### src/rtl/rpm_pkg.sv
// Constants for the reference, pump and pad mode control register.
// Assumes an 8-bit register port from the serial interface decoder.
package rpm_pkg;
  // Register map
  localparam logic [7:0] MODE_ADDR = 8'h70;
  localparam logic [7:0] MODE_RESET = 8'h84;
  localparam logic [1:0] RO_TOP = 2'h2;
  // Field positions in mode_control
  localparam int CHOP_HI = 5;
  localparam int CHOP_LO = 4;
  localparam int FON_BIT = 3;
  localparam int FOFF_BIT = 2;
  localparam int REF0_BIT = 1;
  localparam int EXT1_BIT = 0;
  localparam int MODE_W = 6;
  // Chop field encodings
  localparam logic [1:0] CHOP_LOW = 2'h0;
  localparam logic [1:0] CHOP_HIGH = 2'h1;
  localparam logic [1:0] CHOP_FULL = 2'h2;
  localparam logic [1:0] CHOP_HALF = 2'h3;
  // Elementary conversion count
  localparam int ELEM_FIELD_W = 2;
  localparam int ELEM_CNT_W = 3;
  // Synchronised pins: pad0, pad1, supply monitor
  localparam int SYNC_W = 3;
endpackage

### src/rtl/rpm_chop_if.sv
// Link between the mode register and the chop sequencer.
// Assumes both ends share one clock and reset.
`timescale 1ns/100ps
interface rpm_chop_if;
  logic [1:0] chop_mode;
  logic [rpm_pkg::ELEM_FIELD_W-1:0] elem_field;
  logic chop_state;
  logic conv_last;
  modport ctrl (output chop_mode, output elem_field, input chop_state, input conv_last);
  modport seq (input chop_mode, input elem_field, output chop_state, output conv_last);
endinterface

### src/rtl/rpm_chop_seq.sv
// Bandgap chop sequencer stepped by elementary conversions.
// Assumes busy and elementary-done come from converter logic on the same clock.
`timescale 1ns/100ps
module rpm_chop_seq #(
  parameter int CNT_W = rpm_pkg::ELEM_CNT_W
) (
  // Clock and reset
  input wire logic i_clock,
  input wire logic i_rst,
  // Converter status
  input wire logic i_conv_busy,
  input wire logic i_elem_done,
  // Mode link
  rpm_chop_if.seq chop
);
  typedef struct packed {
    logic chop;
    logic half;
    logic [CNT_W-1:0] cnt;
    logic last;
  } rpm_seq_t;

  rpm_seq_t st_ff;
  rpm_seq_t nxt_st;
  logic elem_step;
  logic [CNT_W-1:0] cnt_end;

  assign elem_step = i_conv_busy && i_elem_done;
  assign cnt_end = CNT_W'((32'h1 << chop.elem_field) - 32'h1);

  always_comb begin
    nxt_st = st_ff;
    nxt_st.last = 1'h0;
    // Phase restarts each conversion so half-rate chop is repeatable
    if (!i_conv_busy) begin
      nxt_st.half = 1'h0;
      nxt_st.cnt = {CNT_W{1'h0}};
    end else if (elem_step) begin
      nxt_st.half = !st_ff.half;
      if (st_ff.cnt == cnt_end) begin
        nxt_st.cnt = {CNT_W{1'h0}};
        nxt_st.last = 1'h1;
      end else begin
        nxt_st.cnt = st_ff.cnt + {{(CNT_W-1){1'h0}}, 1'h1};
      end
    end
    case (chop.chop_mode)
      rpm_pkg::CHOP_LOW: nxt_st.chop = 1'h0;
      rpm_pkg::CHOP_HIGH: nxt_st.chop = 1'h1;
      rpm_pkg::CHOP_FULL: begin
        if (elem_step) begin
          nxt_st.chop = !st_ff.chop;
        end
      end
      rpm_pkg::CHOP_HALF: begin
        if (elem_step && st_ff.half) begin
          nxt_st.chop = !st_ff.chop;
        end
      end
      default: nxt_st.chop = st_ff.chop;
    endcase
  end

  always_ff @(posedge i_clock or posedge i_rst) begin
    if (i_rst) begin
      st_ff <= '{default: 1'h0};
    end else begin
      st_ff <= nxt_st;
    end
  end

  assign chop.chop_state = st_ff.chop;
  assign chop.conv_last = st_ff.last;
endmodule

### src/rtl/rpm_mode_ctrl.sv
// What this block does
// - Bits 5:4 pick chop low, high, full, half
// - Chop toggles only during a conversion
// - Force-on turns pump on, beats force-off
// - Force-off resets set, holds pump off
// - Bit 1 routes reference out on pad0
// - Bit 0 takes external reference from pad1
// - Pad level drives only when output, unrouted
// - Elementary count is two to the field
//
// Mode control register with reference, pump and pad routing outputs.
// Assumes the serial interface decoder presents single-cycle read and write strobes.
`timescale 1ns/100ps
module rpm_mode_ctrl (
  // Clock and reset
  input wire logic i_clock,
  input wire logic i_rst,
  // Register port from the serial interface
  input wire logic i_reg_wr_en,
  input wire logic i_reg_rd_en,
  input wire logic [7:0] i_reg_addr,
  input wire logic [7:0] i_reg_wdata,
  output logic [7:0] o_reg_rdata,
  // Converter status and configuration
  input wire logic i_conv_busy,
  input wire logic i_elem_done,
  input wire logic [rpm_pkg::ELEM_FIELD_W-1:0] i_elem_count_field,
  // Pad configuration from the pad registers
  input wire logic i_pad0_direction,
  input wire logic i_pad1_direction,
  input wire logic i_pad0_out_level,
  input wire logic i_pad1_out_level,
  // Asynchronous inputs
  input wire logic i_pump_auto_on,
  input wire logic i_pad0_in,
  input wire logic i_pad1_in,
  // Pads
  output logic o_pad0_out,
  output logic o_pad0_oe,
  output logic o_pad1_out,
  output logic o_pad1_oe,
  output logic [1:0] o_pad_in,
  // Analog controls and conversion-end pulse
  output logic o_ref_chop,
  output logic o_pump_on,
  output logic o_ref_to_pad0,
  output logic o_ext_ref_sel,
  output logic o_conv_last
);
  typedef struct packed {
    logic [rpm_pkg::MODE_W-1:0] mode;
    logic [7:0] rdata;
    logic pump;
    logic ref0;
    logic ext1;
    logic pad0_out;
    logic pad0_oe;
    logic pad1_out;
    logic pad1_oe;
    logic [rpm_pkg::SYNC_W-1:0] sync1;
    logic [rpm_pkg::SYNC_W-1:0] sync2;
  } rpm_top_t;

  localparam rpm_top_t RST_ST = '{
    mode: rpm_pkg::MODE_RESET[rpm_pkg::MODE_W-1:0],
    default: '0
  };

  rpm_top_t st_ff;
  rpm_top_t nxt_st;
  logic mode_hit;
  logic force_on;
  logic force_off;
  logic route0;
  logic ext1;

  rpm_chop_if chop_bus ();

  assign mode_hit = i_reg_addr == rpm_pkg::MODE_ADDR;
  assign force_on = st_ff.mode[rpm_pkg::FON_BIT];
  assign force_off = st_ff.mode[rpm_pkg::FOFF_BIT];
  assign route0 = st_ff.mode[rpm_pkg::REF0_BIT];
  assign ext1 = st_ff.mode[rpm_pkg::EXT1_BIT];

  assign chop_bus.chop_mode = st_ff.mode[rpm_pkg::CHOP_HI:rpm_pkg::CHOP_LO];
  assign chop_bus.elem_field = i_elem_count_field;

  rpm_chop_seq #(
    .CNT_W(rpm_pkg::ELEM_CNT_W)
  ) u_chop (
    .i_clock(i_clock),
    .i_rst(i_rst),
    .i_conv_busy(i_conv_busy),
    .i_elem_done(i_elem_done),
    .chop(chop_bus.seq)
  );

  always_comb begin
    nxt_st = st_ff;
    // Pins settle through two flops before any use
    nxt_st.sync1 = {i_pump_auto_on, i_pad1_in, i_pad0_in};
    nxt_st.sync2 = st_ff.sync1;
    if (i_reg_wr_en && mode_hit) begin
      nxt_st.mode = i_reg_wdata[rpm_pkg::MODE_W-1:0];
    end
    // Read image with fixed top bits
    if (i_reg_rd_en) begin
      nxt_st.rdata = mode_hit ? {rpm_pkg::RO_TOP, st_ff.mode} : 8'h00;
    end
    // Force-on wins; neither forced follows the supply monitor
    nxt_st.pump = force_on || (!force_off && st_ff.sync2[2]);
    nxt_st.ref0 = route0;
    nxt_st.ext1 = ext1;
    // Pad drives only as output and unrouted
    nxt_st.pad0_oe = i_pad0_direction && !route0;
    nxt_st.pad1_oe = i_pad1_direction && !ext1;
    nxt_st.pad0_out = i_pad0_out_level;
    nxt_st.pad1_out = i_pad1_out_level;
  end

  always_ff @(posedge i_clock or posedge i_rst) begin
    if (i_rst) begin
      st_ff <= RST_ST;
    end else begin
      st_ff <= nxt_st;
    end
  end

  assign o_reg_rdata = st_ff.rdata;
  assign o_pad0_out = st_ff.pad0_out;
  assign o_pad0_oe = st_ff.pad0_oe;
  assign o_pad1_out = st_ff.pad1_out;
  assign o_pad1_oe = st_ff.pad1_oe;
  assign o_pad_in = st_ff.sync2[1:0];
  assign o_ref_chop = chop_bus.chop_state;
  assign o_pump_on = st_ff.pump;
  assign o_ref_to_pad0 = st_ff.ref0;
  assign o_ext_ref_sel = st_ff.ext1;
  assign o_conv_last = chop_bus.conv_last;
endmodule

### config.mk
export PLATFORM = sky130hd
export DESIGN_NAME = rpm_mode_ctrl
export DESIGN_NICKNAME = d
export VERILOG_FILES = /design/src/rtl/rpm_pkg.sv /design/src/rtl/rpm_chop_if.sv /design/src/rtl/rpm_chop_seq.sv /design/src/rtl/rpm_mode_ctrl.sv
export SDC_FILE = /design/constraint.sdc
export NUM_CORES = 1
export LEC_CHECK = 0
export BUFFER_PORTS_ARGS = -buffer_cell sky130_fd_sc_hd__buf_4
export CELL_PAD_IN_SITES_DETAIL_PLACEMENT = 2
export CELL_PAD_IN_SITES_GLOBAL_PLACEMENT = 2
export CORE_MARGIN = 2
export CORE_UTILIZATION = 34
export CTS_BUF_LIST = sky130_fd_sc_hd__clkbuf_4
export DETAILED_ROUTE_END_ITERATION = 10
export PLACE_DENSITY = 0.86
export REMOVE_ABC_BUFFERS = 1
export SLEW_MARGIN = 20
export SYNTH_ARGS = -nofsm -noshare
export SYNTH_HDL_FRONTEND = slang
export SYNTH_SLANG_ARGS = --single-unit
### constraint.sdc
create_clock -name i_clock -period 2 [get_ports i_clock]
set_input_delay 0.2 -clock i_clock [delete_from_list [all_inputs] [get_ports i_clock]]
set_output_delay 0.2 -clock i_clock [all_outputs]
set_load 0.005 [all_outputs]
==> qor.json, run 1 <==
{
  "global_route.usage.met1_pct": 20.1,
  "buffer_ports.inserted": 46,
  "yosys.area_share.adder_pct": 0.923,
  "layout-drive-gt1-share_pct": 38.5,
  "maximum_root_to_sink_buffer_count": 2,
  "floorplan.die.width_um": 67.1,
  "detailroute.via_count": 994,
  "fin_worst_skew_ns": 0.0175,
  "met3_usage_pct": 3.83,
  "clock-root-buffer": "sky130_fd_sc_hd__clkbuf_4",
  "drc_marker_count_from_the_first_detailed_route_iteration": 8,
  "synth_simple_gate_area_share_pct": 13.7,
  "final_net_count": 192,
  "syn_inst": 113,
  "path_class_of_the_lowest_slack_min_delay_path": "input pin to register",
  "rows": 22,
  "start_util_pct": 36.2,
  "end_kind": "register",
  "r2r.worst_path.cells": 4,
  "timing.critical_path.max_delay_family": "compound AO/OA/AOI/OAI gates",
  "compound_gate_portion_of_the_synthesized_area_pct": 7.02,
  "clkSlewWorstSetupHoldPaths_ns": 0.11,
  "finalSetupViolCount": 0,
  "gr-total-overflow": 0,
  "place_hpwl_um": 2780,
  "max-vdd-ir-drop_mv": 0.343,
  "number_of_flops_mapped_to_enable_cells_by_yosys": 0,
  "final_power_mw": 1.32,
  "path_cells": "ha_1 > and3_1 > a311o_1 > a211oi_1",
  "wirelength_um": 3620,
  "hold_end": "nxt_st[11]$_DFFE_PP0P_",
  "io-pin-count": 50,
  "fin_ws_ns": 0.496,
  "worstSetupPathDepth": 4,
  "firstDrtPassIters": 4,
  "data_required_time_of_the_worst_path_ns": 2.24,
  "preCtsSetupSlack_ns": 0.261,
  "cp_slowest_stage_delay_ns": 0.45,
  "worstReg2RegStart": "u_chop.st_ff[1]$_DFFE_PP0P_",
  "final.setup.tns_ns": 0,
  "synth_top_cell_area_share_pct": 57.2,
  "grt_setup_unrepaired": "no",
  "detail_route.drc_violations": 0,
  "ctsHtreeMaxLevel": 2,
  "max_freq_mhz": 665,
  "grt_util_all_layers_pct": 18.5,
  "grt_pass1_wl_um": 5910,
  "post_layout_cell_count": 209,
  "route.detailed.wl_per_inst_um": 17.3,
  "dpl.cell_count": 195,
  "final_antenna_net_count": 0,
  "path_max_fanout": 6,
  "die_y_extent_um": 67.1,
  "cts_post_setup_buffers_inserted": 0,
  "antenna_found_initial": 0,
  "largest_family_of_logic_cells_by_synthesized_area": "simple AND/OR/NAND/NOR gates",
  "yosysWarningCount": 0,
  "cts_tree": "yes",
  "syn-mean-instance-area_um2": 12.0,
  "synth.top_cells.by_area": "sky130_fd_sc_hd__dfrtp_1 (57%), sky130_fd_sc_hd__mux2_4 (6.6%), sky130_fd_sc_hd__buf_4 (5.5%)",
  "whs_path_depth": 2,
  "grt.met2_usage_pct": 35.0,
  "power_density_nw_per_um2": 732,
  "worst_setup_path_start_kind": "register",
  "timing.critical_path.slowest_stage_cell": "sky130_fd_sc_hd__dfrtp_1",
  "async_sr_flop_fraction_pct": 100,
  "synth_cell_type_count": 30,
  "setup.reg_to_reg.worst_slack_ns": 0.50,
  "cp_data_arrival_time_ns": 1.75,
  "die_area_um2": 4510,
  "via_per_inst": 4.76,
  "core_um2": 3740,
  "crit_buf_inv": 0,
  "final_hold_viol_count": 0,
  "critical_path.reg2reg.endpoint": "u_chop.st_ff[3]$_DFFE_PP0P_",
  "most_frequent_cell_after_synthesis": "sky130_fd_sc_hd__dfrtp_1",
  "grt_pass1_vias": 1224,
  "area_delta_synth_final_pct": 33.5,
  "clock_insertion_delay_worst_skew_ns": 0.34,
  "synth_top_cells_by_count": "sky130_fd_sc_hd__dfrtp_1 (31), sky130_fd_sc_hd__inv_1 (12), sky130_fd_sc_hd__nand2_1 (11)",
  "final_area_um2": 1810,
  "gr-max-usage-layer": "met2",
  "gp_congestion": 0.663,
  "setup.worst_path.class": "register to register",
  "clock_sinks": 32,
  "number_of_antenna_diodes": 0,
  "final-max-slew-violation-count": 0,
  "hold_path_startpoint": "i_reg_wdata[1]",
  "yosys_register_bits": 32,
  "outcome": "completed",
  "layout.core_utilization_pct": 48.3,
  "whs_ns": 0.0868,
  "yosysSeqAreaShare_pct": 59.2,
  "grt_max_degree": 33,
  "drv.max_cap_violation_count": 0,
  "synth_area_leader_cell": "sky130_fd_sc_hd__dfrtp_1",
  "multiplexer_fraction_of_the_synthesized_cell_area_pct": 7.39,
  "timing.final.crit_share_pct": 75.2,
  "dominantRegCellSynth": "sky130_fd_sc_hd__dfrtp_1",
  "layout.filler_cells": 396,
  "power.leakage_nw": 0.903,
  "placement.cell_area_um2": 1670,
  "yosys.area_share.xor_xnor_pct": 1.29,
  "tritoncts.num_buffers": 5,
  "period_minus_slack_ns": 1.50,
  "synthesis.area_um2": 1360
}
cells in the final DEF, fill, tap and decap left out, types with 2 or more instances in the layout:
| cell type | Yosys | routed |
|---|---|---|
| sky130_fd_sc_hd__xnor2_1 | 2 | 2 |
| sky130_fd_sc_hd__and3_1 | 2 | 2 |
| sky130_fd_sc_hd__mux2_4 | 6 | 6 |
| sky130_fd_sc_hd__clkbuf_4 | 0 | 5 |
| sky130_fd_sc_hd__inv_1 | 12 | 12 |
| sky130_fd_sc_hd__nor2b_1 | 3 | 3 |
| sky130_fd_sc_hd__dlygate4sd3_1 | 0 | 6 |
| sky130_fd_sc_hd__nand3_1 | 2 | 2 |
| sky130_fd_sc_hd__nor2_1 | 5 | 5 |
| sky130_fd_sc_hd__nand2_1 | 11 | 11 |
| sky130_fd_sc_hd__a211oi_1 | 2 | 2 |
| sky130_fd_sc_hd__a21oi_1 | 3 | 3 |
| sky130_fd_sc_hd__clkinv_1 | 0 | 2 |
| sky130_fd_sc_hd__o22ai_1 | 6 | 6 |
| sky130_fd_sc_hd__buf_4 | 10 | 47 |
| sky130_fd_sc_hd__dfrtp_1 | 31 | 31 |
power breakdown:
group / switching [mW] / internal, mW
clock network: 0.223 / 0.255
logic: 0.0660 / 0.0856
registers: 0.0201 / 0.675
total: 0.309 / 1.02
cell type report:
type                    instances  area [µm²]  share of cell area (%)
well taps                      48        60.1                    3.32
inverters                      12        45.0                    2.49
repair buffers                 53         413                    22.8
clock inverters                 3        37.5                    2.07
flip-flops and latches         32         802                    44.3
multi-input cells              56         414                    22.9
clock buffers                   5        37.5                    2.07
flip-flops by register name, summed over array words and instances (netlist names), 2 cells and up:
register / count
o_reg_rdata: 7
u_chop.st_ff: 4
o_pad_in: 2
chop_bus.chop_mode: 2
nxt_st: 4
layer usage:
layer,vias to the layer above,part of all wire (%)
met1,491,37
met3,5,5.0
met2,40,57
met4,0,1.2
met5,-,0
li1,458,-
cells by family (layout without fill, tap and decap cells):
| kind of cell | Yosys count | count (layout) |
|---|---|---|
| AOI/OAI and AO/OA | 14 | 14 |
| DFF | 32 | 32 |
| other | 1 | 1 |
| and+or+nand+nor | 31 | 31 |
| xor gates and xnor gates | 2 | 2 |
| buffers and inverters | 25 | 73 |
| muxes | 7 | 7 |
| adders and majority gates | 1 | 1 |
worst max path at each step:
| stage | startpoint | endpoint | slack (ns) |
|---|---|---|---|
| after floorplan | i_reg_addr[1] | chop_bus.chop_mode[0]$_DFFE_PP0P_ | 0.54 |
| after global placement | i_reg_addr[1] | ext1$_DFFE_PP0P_ | 0.33 |
| after detailed placement | i_reg_addr[1] | chop_bus.chop_mode[1]$_DFFE_PP0P_ | 0.26 |
| after CTS | u_chop.st_ff[1]$_DFFE_PP0P_ | u_chop.st_ff[3]$_DFFE_PP0P_ | 0.49 |
| after global routing | u_chop.st_ff[1]$_DFFE_PP0P_ | u_chop.st_ff[3]$_DFFE_PP0P_ | 0.36 |
| final | u_chop.st_ff[1]$_DFFE_PP0P_ | u_chop.st_ff[3]$_DFFE_PP0P_ | 0.50 |
timing repair:
item | CTS | global route
endpoints found under the setup margin | 0 | 0
gates resized for setup | 0 | 0
hold buffers | 6 | 0
endpoints found under the hold margin | 36 | 0
No activity file was read; power rests on OpenSTA's default activity.
==> inputs of run 2 (changes only) <==
- CORE_UTILIZATION: 34 -> 31
- PLACE_DENSITY: 0.86 -> 0.79
- clock period: 2 -> 1.5 ns (I/O delays scaled with it)
==> run 2 against run 1 <==
Effect of this change:
- global-route usage down 4.2 points
- flip-flop and latch count is the same
- worst setup slack got worse by 0.41 ns
- clock power up 2%
- via count decreased by 0.40%
- maximum frequency is 6.4% higher
- critical path depth stayed put
- clock skew decreased by 0.0069 ns
- final cell count grew 2.9%
- final area rose by 0.76%
- sequential power up 33%
- critical endpoint is now u_chop.st_ff[2]$_DFFE_PP0P_
==> qor.json, run 2 (synthesis results as in run 1) <==
{
  "tritoncts.num_buffers": {"value": 5, "change": "unchanged"},
  "outcome": {"value": "completed", "change": "unchanged"},
  "layout.cells.most_common_list": {"value": "sky130_fd_sc_hd__buf_4 (49), sky130_fd_sc_hd__dfrtp_1 (31), sky130_fd_sc_hd__inv_1 (12)", "change": "was sky130_fd_sc_hd__buf_4 (47), sky130_fd_sc_hd__dfrtp_1 (31), sky130_fd_sc_hd__inv_1 (12)"},
  "buffer_ports.inserted": {"value": 46, "change": "unchanged"},
  "grt_max_degree": {"value": 33, "change": "unchanged"},
  "setup.worst_path.class": {"value": "register to register", "change": "unchanged"},
  "clkSlewWorstSetupHoldPaths": {"value": 0.10, "unit": "ns", "change": "was 0.11 ns"},
  "final_antenna_net_count": {"value": 0, "change": "unchanged"},
  "io-pin-count": {"value": 50, "change": "unchanged"},
  "max-vdd-ir-drop": {"value": 0.359, "unit": "mV", "change": "was 0.343 mV"},
  "final_power": {"value": 1.61, "unit": "mW", "change": "was 1.32 mW"},
  "clock_sinks": {"value": 32, "change": "unchanged"},
  "number_of_antenna_diodes": {"value": 0, "change": "unchanged"},
  "cp_data_arrival_time": {"value": 1.64, "unit": "ns", "change": "was 1.75 ns"},
  "fin_worst_skew": {"value": 0.0106, "unit": "ns", "change": "was 0.0175 ns"},
  "start_util": {"value": 31.6, "unit": "%", "change": "was 36.2%"},
  "worst_setup_path_start_kind": {"value": "register", "change": "unchanged"},
  "end_kind": {"value": "register", "change": "unchanged"},
  "rows": {"value": 24, "change": "was 22"},
  "die_area": {"value": 4920, "unit": "µm²", "change": "was 4510 µm²"},
  "drc_marker_count_from_the_first_detailed_route_iteration": {"value": 22, "change": "was 8"},
  "ctsHtreeMaxLevel": {"value": 2, "change": "unchanged"},
  "gr-max-usage-layer": {"value": "met2", "change": "unchanged"},
  "comb_pwr_share": {"value": 12.7, "unit": "%", "change": "was 11.5%"},
  "gr-total-overflow": {"value": 0, "change": "unchanged"},
  "die_y_extent": {"value": 70.1, "unit": "µm", "change": "was 67.1 µm"},
  "register_share_of_total_power": {"value": 57.2, "unit": "%", "change": "was 52.5%"},
  "max_freq": {"value": 708, "unit": "MHz", "change": "was 665 MHz"},
  "data_required_time_of_the_worst_path": {"value": 1.72, "unit": "ns", "change": "was 2.24 ns"},
  "netSwitchingFraction": {"value": 23.6, "unit": "%", "change": "was 23.3%"},
  "firstDrtPassIters": {"value": 2, "change": "was 4"},
  "netSwitchingPower": {"value": 0.381, "unit": "mW", "change": "was 0.309 mW"},
  "largest_reg_flops": {"value": 7, "change": "unchanged"},
  "antenna_found_initial": {"value": 0, "change": "unchanged"},
  "clock-root-buffer": {"value": "sky130_fd_sc_hd__clkbuf_4", "change": "unchanged"},
  "core": {"value": 4290, "unit": "µm²", "change": "was 3740 µm²"},
  "drv.max_cap_violation_count": {"value": 0, "change": "unchanged"},
  "detailroute.via_count": {"value": 990, "change": "was 994"},
  "grt_pass1_wl": {"value": 5400, "unit": "µm", "change": "was 5910 µm"},
  "gp_congestion": {"value": 0.717, "change": "was 0.663"},
  "power_density": {"value": 886, "unit": "nW/µm²", "change": "was 732 nW/µm²"},
  "period_minus_slack": {"value": 1.41, "unit": "ns", "change": "was 1.50 ns"},
  "grt_setup_unrepaired": {"value": "yes", "change": "was no"},
  "detail_route.drc_violations": {"value": 0, "change": "unchanged"},
  "final_area": {"value": 1820, "unit": "µm²", "change": "was 1810 µm²"},
  "layout.cells.most_common": {"value": "sky130_fd_sc_hd__buf_4", "change": "unchanged"},
  "placement.cell_area": {"value": 1690, "unit": "µm²", "change": "was 1670 µm²"},
  "via_per_inst": {"value": 4.60, "change": "was 4.76"},
  "power.leakage": {"value": 0.905, "unit": "nW", "change": "was 0.903 nW"},
  "global_route.usage.met1": {"value": 15.1, "unit": "%", "change": "was 20.1%"},
  "final_hold_viol_count": {"value": 0, "change": "unchanged"},
  "area_delta_synth_final": {"value": 34.5, "unit": "%", "change": "was 33.5%"},
  "pwr-share-clk": {"value": 30.2, "unit": "%", "change": "was 36.1%"},
  "path_max_fanout": {"value": 4, "change": "was 6"},
  "path_class_of_the_lowest_slack_min_delay_path": {"value": "input pin to register", "change": "unchanged"},
  "cts_tree": {"value": "yes", "change": "unchanged"},
  "maximum_root_to_sink_buffer_count": {"value": 2, "change": "unchanged"},
  "clock_insertion_delay_worst_skew": {"value": 0.32, "unit": "ns", "change": "was 0.34 ns"},
  "grt.met2_usage": {"value": 25.8, "unit": "%", "change": "was 35.0%"},
  "finalSetupViolCount": {"value": 0, "change": "unchanged"},
  "wirelength": {"value": 3170, "unit": "µm", "change": "was 3620 µm"},
  "layout-drive-gt1-share": {"value": 41.7, "unit": "%", "change": "was 38.5%"},
  "cellInternalPower": {"value": 1.23, "unit": "mW", "change": "was 1.02 mW"},
  "layout.filler_cells": {"value": 459, "change": "was 396"},
  "grt_util_all_layers": {"value": 14.3, "unit": "%", "change": "was 18.5%"},
  "route.detailed.wl_per_inst": {"value": 14.8, "unit": "µm", "change": "was 17.3 µm"},
  "floorplan.die.width": {"value": 70.1, "unit": "µm", "change": "was 67.1 µm"},
  "final_net_count": {"value": 194, "change": "was 192"},
  "met3_usage": {"value": 6.49, "unit": "%", "change": "was 3.83%"},
  "timing.final.crit_share": {"value": 94.2, "unit": "%", "change": "was 75.2%"},
  "grt_pass1_vias": {"value": 1129, "change": "was 1224"},
  "cts_post_setup_buffers_inserted": {"value": 0, "change": "unchanged"},
  "place_hpwl": {"value": 2430, "unit": "µm", "change": "was 2780 µm"},
  "final-max-slew-violation-count": {"value": 0, "change": "unchanged"}
}
[run 2: final cells by class]
class | count | area, µm² | area share (%)
well taps | 52 | 65.1 | 3.57
inverters | 12 | 45.0 | 2.47
multi-input cells | 56 | 427 | 23.4
clock buffers | 7 | 52.6 | 2.88
flip-flops and latches | 32 | 802 | 44.0
repair buffers | 55 | 428 | 23.5
clock inverters | 1 | 3.75 | 0.206
[run 2: metrics by stage]
| step | setup slack [ns] | hold slack [ns] | TNS (ns) | util (%) | cells |
|---|---|---|---|---|---|
| 2_1_floorplan | 0.0922 | 0.181 | 0 | - | 100 |
| 3_3_place_gp | -0.0266 | 0.260 | -0.127 | 39.5 | 201 |
| 4_1_cts | 0.0583 | 0.0321 | 0 | 42.3 | 215 |
| 5_1_grt | -0.00198 | 0.0259 | -0.00198 | 42.5 | 215 |
| 6_report | 0.0870 | 0.0490 | 0 | 42.5 | 215 |
| 3_5_place_dp | -0.0728 | 0.262 | -0.379 | 39.5 | 201 |
[run 2: repair_timing]
item,in CTS,in global routing
endpoints found under the hold margin,36,0
gates resized for setup,1,2
hold buffers,6,0
gates cloned,0,0
setup endpoints to repair,1,1
[run 2: worst paths after layout]
check	startpoint	to	slack, ns	depth (start not counted)
worst max-delay path	u_chop.st_ff[2]$_DFFE_PP0P_	u_chop.st_ff[2]$_DFFE_PP0P_	0.09	4
worst min-delay path	i_reg_wdata[1]	nxt_st[11]$_DFFE_PP0P_	0.05	2
worst max register to register	u_chop.st_ff[2]$_DFFE_PP0P_	u_chop.st_ff[2]$_DFFE_PP0P_	0.09	4
worst min register to register	nxt_st[1]$_DFF_PP0_	o_pad_in[1]$_DFF_PP0_	0.35	0
max in group asynchronous	i_rst	force_off$_DFFE_PP1P_	0.70	4
min in group asynchronous	i_rst	o_ref_to_pad0$_DFF_PP0_	0.47	4
[run 2: power groups by stage]
stage / logic [mW] / registers, mW / clock network [mW]
finish: 0.204 / 0.923 / 0.487
floorplan: 0.0669 / 0.937 / 0
detailed placement: 0.194 / 0.940 / 0
global route: 0.229 / 0.929 / 0.553
global placement: 0.183 / 0.938 / 0
CTS: 0.208 / 0.924 / 0.516
[run 2: layer usage]
layer / part of all wire (%) / vias up
met4: 0.66 / 0
li1: - / 465
met3: 8.5 / 5
met1: 38 / 478
met2: 52 / 42
met5: 0 / -
[run 2: critical path, stage by stage, from the launching register on]
cell and delay, ns:
sky130_fd_sc_hd__dfrtp_1 0.44, sky130_fd_sc_hd__nor3_2 0.28, sky130_fd_sc_hd__nand3_1 0.14, sky130_fd_sc_hd__and3_1 0.22
sky130_fd_sc_hd__a41o_1 0.24
